### src/reset_cause_pkg.sv
// shared constants for the reset-cause status block
package reset_cause_pkg;

    // ----------------------------------------------------------------
    // register byte offsets
    // ----------------------------------------------------------------
    localparam int unsigned ADDR_W        = 8;
    localparam logic [7:0]  OFS_CAUSE     = 8'h00;
    localparam logic [7:0]  OFS_STACK     = 8'h04;
    localparam logic [7:0]  OFS_CTRL      = 8'h08;
    localparam logic [7:0]  OFS_EVT_STAT  = 8'h0c;
    localparam logic [7:0]  OFS_EVT_CLR   = 8'h10;
    localparam logic [7:0]  OFS_EVT_EN    = 8'h14;
    localparam logic [7:0]  OFS_RESUME_PC = 8'h18;

    // ----------------------------------------------------------------
    // field layouts and reset values
    // ----------------------------------------------------------------
    localparam int unsigned CAUSE_W       = 5;
    localparam int unsigned BO_BIT        = 0;
    localparam int unsigned POR_BIT       = 1;
    localparam int unsigned PWRDN_BIT     = 2;
    localparam int unsigned DOG_FLAG_BIT  = 3;
    localparam int unsigned INSTR_BIT     = 4;
    localparam logic [4:0]  CAUSE_POR_VAL = 5'h1c;
    localparam int unsigned STK_UNF_BIT   = 6;
    localparam int unsigned STK_FULL_BIT  = 7;
    localparam int unsigned CTRL_SER_BIT  = 0;
    localparam logic        CTRL_SER_RST  = 1'h1;

    // ----------------------------------------------------------------
    // event bits of status, clear and enable registers
    // ----------------------------------------------------------------
    localparam int unsigned EVT_W         = 7;
    localparam int unsigned EVT_BO        = 0;
    localparam int unsigned EVT_PIN       = 1;
    localparam int unsigned EVT_DOG       = 2;
    localparam int unsigned EVT_RST       = 3;
    localparam int unsigned EVT_SFULL     = 4;
    localparam int unsigned EVT_SUNF      = 5;
    localparam int unsigned EVT_WAKE      = 6;

    // ----------------------------------------------------------------
    // program counter values and power modes
    // ----------------------------------------------------------------
    localparam logic [20:0] PC_RESET      = 21'h000000;
    localparam logic [20:0] VEC_HIGH      = 21'h000008;
    localparam logic [20:0] VEC_LOW       = 21'h000018;
    localparam logic [20:0] PC_STEP       = 21'h000002;
    localparam logic [1:0]  MODE_FULL     = 2'h0;
    localparam logic [1:0]  MODE_RUN      = 2'h1;
    localparam logic [1:0]  MODE_IDLE     = 2'h2;
    localparam logic [1:0]  MODE_SLEEP    = 2'h3;

endpackage : reset_cause_pkg

### src/reset_cause_status_logic.sv
// reset-cause flags, resume address selection and apb register slave
//
// The address map and the APB slave port were left to the implementer.
`timescale 1ns/1ps
`default_nettype none

module reset_cause_status_logic #(
    parameter int unsigned PC_W = 21
) (
    input  wire logic            clk,
    input  wire logic            sys_rst,
    input  wire logic            psel,
    input  wire logic            penable,
    input  wire logic            pwrite,
    input  wire logic [7:0]      paddr,
    input  wire logic [31:0]     pwdata,
    input  wire logic [3:0]      pstrb,
    output logic      [31:0]     prdata,
    output logic                 pready,
    output logic                 pslverr,
    input  wire logic            brownout_evt,
    input  wire logic            master_clear_pin_n,
    input  wire logic            watchdog_timeout_evt,
    input  wire logic            reset_instr_evt,
    input  wire logic            stack_full_evt,
    input  wire logic            stack_underflow_evt,
    input  wire logic            irq_wake_evt,
    input  wire logic            irq_wake_low_prio,
    input  wire logic            high_priority_irq_enable,
    input  wire logic            low_priority_irq_enable,
    input  wire logic [1:0]      power_mode,
    input  wire logic [PC_W-1:0] current_pc,
    output logic                 core_reset_req,
    output logic                 resume_valid,
    output logic      [PC_W-1:0] resume_pc,
    output logic                 event_irq
);

    // ----------------------------------------------------------------
    // state
    // ----------------------------------------------------------------
    typedef struct packed {
        logic [4:0]      cause;
        logic            stk_full;
        logic            stk_unf;
        logic            ser_en;
        logic [6:0]      evt_stat;
        logic [6:0]      evt_en;
        logic            pin_prev;
        logic            core_reset;
        logic            resume_vld;
        logic [PC_W-1:0] resume_pc;
        logic [31:0]     prdata;
    } state_t;

    state_t s_q;
    state_t s_d;

    logic            acc;
    logic            wr_lane0;
    logic            pin_fall;
    logic            sleepy;
    logic [6:0]      evt_vec;
    logic [6:0]      stat_clr;
    logic [6:0]      stat_next;
    logic [PC_W-1:0] pc_next;

    // one-hot winner of the per-cycle priority among the causes
    typedef enum logic [7:0] {
        SRC_NONE     = 8'h01,
        SRC_BROWNOUT = 8'h02,
        SRC_PIN      = 8'h04,
        SRC_DOG      = 8'h08,
        SRC_INSTR    = 8'h10,
        SRC_SFULL    = 8'h20,
        SRC_SUNF     = 8'h40,
        SRC_WAKE     = 8'h80
    } cause_src_t;

    cause_src_t src;

    // ----------------------------------------------------------------
    // apb decode helpers
    // ----------------------------------------------------------------
    function automatic logic known_addr(input logic [7:0] a);
        logic k;
        k = 1'b0;
        if (a == reset_cause_pkg::OFS_CAUSE)
            k = 1'b1;
        else if (a == reset_cause_pkg::OFS_STACK)
            k = 1'b1;
        else if (a == reset_cause_pkg::OFS_CTRL)
            k = 1'b1;
        else if (a == reset_cause_pkg::OFS_EVT_STAT)
            k = 1'b1;
        else if (a == reset_cause_pkg::OFS_EVT_CLR)
            k = 1'b1;
        else if (a == reset_cause_pkg::OFS_EVT_EN)
            k = 1'b1;
        else if (a == reset_cause_pkg::OFS_RESUME_PC)
            k = 1'b1;
        return k;
    endfunction : known_addr

    function automatic logic [31:0] read_word(
        input logic [7:0] a,
        input state_t     s
    );
        logic [31:0] w;
        w = 32'h00000000;
        if (a == reset_cause_pkg::OFS_CAUSE)
            w[reset_cause_pkg::CAUSE_W-1:0] = s.cause;
        else if (a == reset_cause_pkg::OFS_STACK)
        begin
            w[reset_cause_pkg::STK_FULL_BIT] = s.stk_full;
            w[reset_cause_pkg::STK_UNF_BIT]  = s.stk_unf;
        end
        else if (a == reset_cause_pkg::OFS_CTRL)
            w[reset_cause_pkg::CTRL_SER_BIT] = s.ser_en;
        else if (a == reset_cause_pkg::OFS_EVT_STAT)
            w[reset_cause_pkg::EVT_W-1:0] = s.evt_stat;
        else if (a == reset_cause_pkg::OFS_EVT_EN)
            w[reset_cause_pkg::EVT_W-1:0] = s.evt_en;
        else if (a == reset_cause_pkg::OFS_RESUME_PC)
            w[PC_W-1:0] = s.resume_pc;
        return w;
    endfunction : read_word

    // ----------------------------------------------------------------
    // bus handshake and event conditioning
    // ----------------------------------------------------------------
    // zero wait states: read data is latched during the setup cycle
    assign acc       = psel & penable;
    assign pready    = acc;
    assign pslverr   = acc & ~known_addr(paddr);
    assign wr_lane0  = acc & pwrite & pstrb[0];
    // pin is sampled as a synchronous level; reset is its falling edge
    assign pin_fall  = s_q.pin_prev & ~master_clear_pin_n;
    assign sleepy    = (power_mode == reset_cause_pkg::MODE_IDLE)
                     | (power_mode == reset_cause_pkg::MODE_SLEEP);
    assign pc_next   = current_pc + PC_W'(reset_cause_pkg::PC_STEP);

    always_comb
    begin
        evt_vec = '0;
        evt_vec[reset_cause_pkg::EVT_BO]    = brownout_evt;
        evt_vec[reset_cause_pkg::EVT_PIN]   = pin_fall;
        evt_vec[reset_cause_pkg::EVT_DOG]   = watchdog_timeout_evt;
        evt_vec[reset_cause_pkg::EVT_RST]   = reset_instr_evt;
        evt_vec[reset_cause_pkg::EVT_SFULL] = stack_full_evt;
        evt_vec[reset_cause_pkg::EVT_SUNF]  = stack_underflow_evt;
        // an interrupt at full power is an ordinary interrupt, not a wake
        evt_vec[reset_cause_pkg::EVT_WAKE]  = irq_wake_evt
            & (power_mode != reset_cause_pkg::MODE_FULL);
    end

    // ----------------------------------------------------------------
    // event status: write one to clear, a same-cycle event wins
    // ----------------------------------------------------------------
    always_comb
    begin
        stat_clr = '0;
        if (wr_lane0 && (paddr == reset_cause_pkg::OFS_EVT_CLR))
            stat_clr = pwdata[reset_cause_pkg::EVT_W-1:0];
    end

    for (genvar i = 0; i < reset_cause_pkg::EVT_W; i++)
    begin : g_stat
        assign stat_next[i] = (s_q.evt_stat[i] & ~stat_clr[i]) | evt_vec[i];
    end

    // ----------------------------------------------------------------
    // cause priority
    // ----------------------------------------------------------------
    // only one cause acts per cycle; the losers still mark their status bit
    always_comb
    begin
        if (brownout_evt)
            src = SRC_BROWNOUT;
        else if (pin_fall)
            src = SRC_PIN;
        else if (watchdog_timeout_evt)
            src = SRC_DOG;
        else if (reset_instr_evt)
            src = SRC_INSTR;
        else if (stack_full_evt)
            src = SRC_SFULL;
        else if (stack_underflow_evt)
            src = SRC_SUNF;
        else if (evt_vec[reset_cause_pkg::EVT_WAKE])
            src = SRC_WAKE;
        else
            src = SRC_NONE;
    end

    // ----------------------------------------------------------------
    // next state
    // ----------------------------------------------------------------
    always_comb
    begin
        s_d            = s_q;
        s_d.core_reset = 1'b0;
        s_d.resume_vld = 1'b0;
        s_d.pin_prev   = master_clear_pin_n;
        s_d.evt_stat   = stat_next;

        // latched in the setup cycle so read data always comes from a flop
        if (psel && !penable)
            s_d.prdata = read_word(paddr, s_q);

        // software writes first, so a same-cycle hardware event wins
        if (wr_lane0)
        begin
            if (paddr == reset_cause_pkg::OFS_CAUSE)
                s_d.cause = pwdata[reset_cause_pkg::CAUSE_W-1:0];
            else if (paddr == reset_cause_pkg::OFS_STACK)
            begin
                s_d.stk_full = pwdata[reset_cause_pkg::STK_FULL_BIT];
                s_d.stk_unf  = pwdata[reset_cause_pkg::STK_UNF_BIT];
            end
            else if (paddr == reset_cause_pkg::OFS_CTRL)
                s_d.ser_en = pwdata[reset_cause_pkg::CTRL_SER_BIT];
            else if (paddr == reset_cause_pkg::OFS_EVT_EN)
                s_d.evt_en = pwdata[reset_cause_pkg::EVT_W-1:0];
        end

        case (src)
            SRC_BROWNOUT:
            begin
                s_d.cause[reset_cause_pkg::INSTR_BIT]    = 1'b1;
                s_d.cause[reset_cause_pkg::DOG_FLAG_BIT] = 1'b1;
                s_d.cause[reset_cause_pkg::PWRDN_BIT]    = 1'b1;
                s_d.cause[reset_cause_pkg::BO_BIT]       = 1'b0;
                s_d.core_reset = 1'b1;
                s_d.resume_vld = 1'b1;
                s_d.resume_pc  = PC_W'(reset_cause_pkg::PC_RESET);
            end
            SRC_PIN:
            begin
                if (sleepy)
                begin
                    s_d.cause[reset_cause_pkg::DOG_FLAG_BIT] = 1'b1;
                    s_d.cause[reset_cause_pkg::PWRDN_BIT]    = 1'b0;
                end
                else if (power_mode == reset_cause_pkg::MODE_RUN)
                    s_d.cause[reset_cause_pkg::DOG_FLAG_BIT] = 1'b1;
                // full power: every flag kept as is
                s_d.core_reset = 1'b1;
                s_d.resume_vld = 1'b1;
                s_d.resume_pc  = PC_W'(reset_cause_pkg::PC_RESET);
            end
            SRC_DOG:
            begin
                s_d.cause[reset_cause_pkg::DOG_FLAG_BIT] = 1'b0;
                s_d.resume_vld = 1'b1;
                if (sleepy)
                begin
                    // a wake, not a reset: the core keeps its state
                    s_d.cause[reset_cause_pkg::PWRDN_BIT] = 1'b0;
                    s_d.resume_pc = pc_next;
                end
                else
                begin
                    s_d.core_reset = 1'b1;
                    s_d.resume_pc  = PC_W'(reset_cause_pkg::PC_RESET);
                end
            end
            SRC_INSTR:
            begin
                s_d.cause[reset_cause_pkg::INSTR_BIT] = 1'b0;
                s_d.core_reset = 1'b1;
                s_d.resume_vld = 1'b1;
                s_d.resume_pc  = PC_W'(reset_cause_pkg::PC_RESET);
            end
            SRC_SFULL:
            begin
                // without the enable this mirrors underflow: flag only
                s_d.stk_full = 1'b1;
                if (s_q.ser_en)
                begin
                    s_d.core_reset = 1'b1;
                    s_d.resume_vld = 1'b1;
                    s_d.resume_pc  = PC_W'(reset_cause_pkg::PC_RESET);
                end
            end
            SRC_SUNF:
            begin
                // with the enable clear this only marks the error
                s_d.stk_unf = 1'b1;
                if (s_q.ser_en)
                begin
                    s_d.core_reset = 1'b1;
                    s_d.resume_vld = 1'b1;
                    s_d.resume_pc  = PC_W'(reset_cause_pkg::PC_RESET);
                end
            end
            SRC_WAKE:
            begin
                s_d.cause[reset_cause_pkg::PWRDN_BIT] = 1'b0;
                s_d.resume_vld = 1'b1;
                // the source's own enable first, then any set enable
                if (high_priority_irq_enable && !irq_wake_low_prio)
                    s_d.resume_pc = PC_W'(reset_cause_pkg::VEC_HIGH);
                else if (low_priority_irq_enable && irq_wake_low_prio)
                    s_d.resume_pc = PC_W'(reset_cause_pkg::VEC_LOW);
                else if (high_priority_irq_enable)
                    s_d.resume_pc = PC_W'(reset_cause_pkg::VEC_HIGH);
                else if (low_priority_irq_enable)
                    s_d.resume_pc = PC_W'(reset_cause_pkg::VEC_LOW);
                else
                    s_d.resume_pc = pc_next;
            end
            default:
            begin
                // no cause this cycle: flags and resume pc hold
                s_d.resume_pc = s_q.resume_pc;
            end
        endcase
    end

    // ----------------------------------------------------------------
    // registers
    // ----------------------------------------------------------------
    // sys_rst is the power-on reset; core resets never reach these
    // flops, so everything here survives them
    always_ff @(posedge clk or posedge sys_rst)
    begin
        if (sys_rst)
        begin
            s_q <= '{
                cause:      reset_cause_pkg::CAUSE_POR_VAL,
                stk_full:   1'b0,
                stk_unf:    1'b0,
                ser_en:     reset_cause_pkg::CTRL_SER_RST,
                evt_stat:   '0,
                evt_en:     '0,
                pin_prev:   1'b1,
                core_reset: 1'b0,
                resume_vld: 1'b0,
                resume_pc:  PC_W'(reset_cause_pkg::PC_RESET),
                prdata:     32'h00000000
            };
        end
        else
        begin
            s_q <= s_d;
        end
    end

    // ----------------------------------------------------------------
    // outputs
    // ----------------------------------------------------------------
    assign prdata         = s_q.prdata;
    assign core_reset_req = s_q.core_reset;
    assign resume_valid   = s_q.resume_vld;
    assign resume_pc      = s_q.resume_pc;
    assign event_irq      = |(s_q.evt_stat & s_q.evt_en);

endmodule : reset_cause_status_logic

`default_nettype wire

### config.mk
export PLATFORM = sky130hd
export DESIGN_NAME = reset_cause_status_logic
export DESIGN_NICKNAME = d
export VERILOG_FILES = /design/src/reset_cause_pkg.sv /design/src/reset_cause_status_logic.sv
export SDC_FILE = /design/constraint.sdc
export NUM_CORES = 1
export LEC_CHECK = 0
export BUFFER_PORTS_ARGS = -buffer_cell sky130_fd_sc_hd__buf_2
export CAP_MARGIN = 20
export CORE_ASPECT_RATIO = 1.25
export CORE_MARGIN = 8
export CORE_UTILIZATION = 45
export CTS_CLUSTER_SIZE = 25
export DETAILED_ROUTE_END_ITERATION = 6
export PLACE_DENSITY_LB_ADDON = 0.08
export SLEW_MARGIN = 20
export SYNTH_ARGS = -nofsm -noshare
export SYNTH_HDL_FRONTEND = slang
export SYNTH_SLANG_ARGS = --single-unit
export TNS_END_PERCENT = 30
### constraint.sdc
create_clock -name clk -period 2.1 [get_ports clk]
set_input_delay 0.21 -clock clk [delete_from_list [all_inputs] [get_ports clk]]
set_output_delay 0.21 -clock clk [all_outputs]
set_load 0.1 [all_outputs]
==> impl_results.md <==
- EDFF count, synth: 0
- Chip width: 97.6 µm
- Unrepaired setup endpoints after global routing: false
- Final setup vio count: 0
- Period utilisation layout: 92.3%
- Core area: 0.00815 mm²
- Vias in the first global route: between 3000 and 4000
- Non-Filler Instances: between 500 and 600
- Pwr Total: 2.98 mW
- Asr flop ratio synth: 100%
- Worst reg2reg path depth: 5
- Maximum vdd drop: about 0.00037 V
- Main synth FF type: dfrtp_1
- Worst Path Required: 2.35 ns
- Routed wire length: 9.31 mm
- CP Max Fanout: 34
- TritonCTS clock tree: built
- Hpwl dp: a little over 7 mm
- Synthesized area per cell: roughly 10 µm²
- Synth cell types: 56
- Total CTS buffers: 9
- Seq cells post-synth: 67
- Die extent in y: ~120 µm
- Final Hold Vio Count: 0
- Slew @ Worst Pin: 0.598 ns
- Crit start category: input port
- Port Buffers: just over 100
- Rel. slew slack: 59.6%
- Hold Path Depth: 2
- Diodes inserted: 0
- Overflow after GRT: 0
- Fillers: 800
- Post-synthesis sequential area ratio: 45.0%
- Clk root buf: clkbuf_8
- Die area: 0.0115 mm²
- DR vias/cell: 5.40
- Global-route wire length before repair: 15.5 mm
- Worst-path clk slew: 0.07 ns
- Post-layout net count: between 500 and 600
- Antenna viol nets, final: 0
- Crit path kind: input port to register
- H-tree levels: 3
- Synth Cell Area: 0.00374 mm²
- Worst min path class: input port to register
- Critical path endpoint category: register
- Worst-skew pair later-pin latency: 0.34 ns
- TritonCTS sink count: 67
- Leakage power: around 2.1 nW
- Post-synthesis instance total: 375
- Tmin final: approximately 1.9 ns
- GRT Util Overall: 16.5%
- Effective utilization at floorplan: 45.9%
- Cell taking the most area after synthesis: dfrtp_1
- Cell area power density: 683 mW/mm²
- Max Cap Viol: 0
- P&R area growth vs syn: 16.7%
- Final Max Slew Viols: 0
- Layout cells sized above 1: 35.6%
- Most frequent cells in the layout: buf_2 (101), dfrtp_1 (62), nand2_1 (50), a22o_1 (19), buf_4 (19)
- Inst Count DP: 532
- Largest net degree at the start of global routing: 68
- DRC Markers: 0
- Initial antenna violation count: 0
- Clk buf depth: 2
- Initial drt markers: 134
- Skew final: 0.00755 ns
- Synth warnings: 0
- GP Congestion: 0.773
- Crit path DAT: 2.19 ns
- Vias: 2964
- Fin Hold WS: 0.0909 ns
- Top cells by area, synth: dfrtp_1 (41%), buf_4 (11%), nand2_1 (5.0%)
- Yosys top cell area share: 41.4%
- Routed wire per std cell: 17.0 µm
- # rows: 37
- Maximum clock rate: 516 MHz
- Leading cell type in the layout, fill and taps excluded: buf_2
- Status: finished, final reports clean
- First-pass iteration count of the detailed router: 7
- I/O Pins: 140
[routing by layer]
metal,GRT usage [%],part of all wire [%]
met5,0,0
met4,6.84,1.7
met3,5.05,7.1
met2,25.1,45
met1,21.2,46
[worst max-delay path, stage by stage]
cell,delay [ns]
dlygate4sd3_1,0.52
buf_2,0.11
nor2b_1,0.08
nor4_2,0.35
buf_4,0.20
o311a_1,0.34
buf_12,0.22
nand2_1,0.08
o31ai_1,0.06
[synth_stat cells (2+ instances only)]
cell	n
o21ai_0	15
and4_1	3
nand2b_1	2
mux2_2	8
buf_4	53
a22o_1	19
a21oi_1	3
nor2b_1	7
o31ai_1	17
a22oi_1	4
buf_2	3
clkbuf_1	14
dfstp_2	5
nand4_1	6
xnor2_1	6
nand3_1	8
a21o_1	6
or4_4	2
nor3b_1	3
nor2_1	14
inv_1	6
dfrtp_1	62
nor3_1	4
a32oi_1	2
nand2_1	50
mux2i_1	7
a222oi_1	5
nor4_1	2
xor2_1	12
[metrics by stage]
step | util [%] | setup WS [ns] | setup TNS [ns] | area, µm²
final | 53.6 | 0.162 | 0 | 4370
after global routing | 53.6 | 0.0220 | 0 | 4370
after CTS | 53.4 | 0.0860 | 0 | 4350
after detailed placement | 50.7 | -0.118 | -0.781 | 4130
after global placement | 50.7 | -0.0996 | -0.260 | 4130
after floorplan | - | -0.0186 | -0.0186 | 3790
[state kept, by name, indices dropped and copies added, names as in the netlist]
| signal | cells |
|---|---|
| s_q | 23 |
| prdata | 21 |
| core_reset_req | 1 |
| resume_valid | 1 |
| resume_pc | 21 |
[final cells by class]
cell class | count | area, µm² | share of cell area [%]
clock buffer | 13 | 159 | 3.64
timing repair buffer | 124 | 708 | 16.2
sequential | 67 | 1680 | 38.5
inverter | 6 | 22.5 | 0.516
multi-input combinational | 240 | 1640 | 37.5
tap | 97 | 121 | 2.78
clock inverter | 2 | 35.0 | 0.802
[path summary, 6_finish.rpt]
check                                   start            end  slack, ns
max                        master_clear_pin_n  resume_pc[20]       0.16
min                             current_pc[1]   resume_pc[1]       0.09
max reg2reg                           s_q[55]  resume_pc[13]       0.23
min reg2reg                         prdata[3]      prdata[3]       0.47
max in group asynchronous             sys_rst        s_q[75]       1.27
min in group asynchronous             sys_rst     prdata[16]       0.47
[power breakdown]
part,internal (mW),switching [mW]
sequential,1.33,0.0256
combinational,0.137,0.427
clock,0.606,0.462
[cell families after synthesis]
kind of cell / count (synthesis) / synth area share (%)
fa+ha+maj: 1 / 0.334
xor+xnor: 18 / 4.21
buf+inv: 78 / 13.4
flops: 67 / 45.0
mux: 16 / 4.68
other cells: 1 / 0.100
compound gates: 85 / 17.4
simple gates: 109 / 14.9
[repair_timing]
item | CTS | global route
endpoints found under the hold margin | 63 | 0
setup endpoints to repair | 18 | 20
gates cloned | 0 | 0
hold buffers | 2 | 0
setup buffers | 0 | 0
gates resized for setup | 1 | 2
Note: power is estimated with default switching activity, not from simulation.
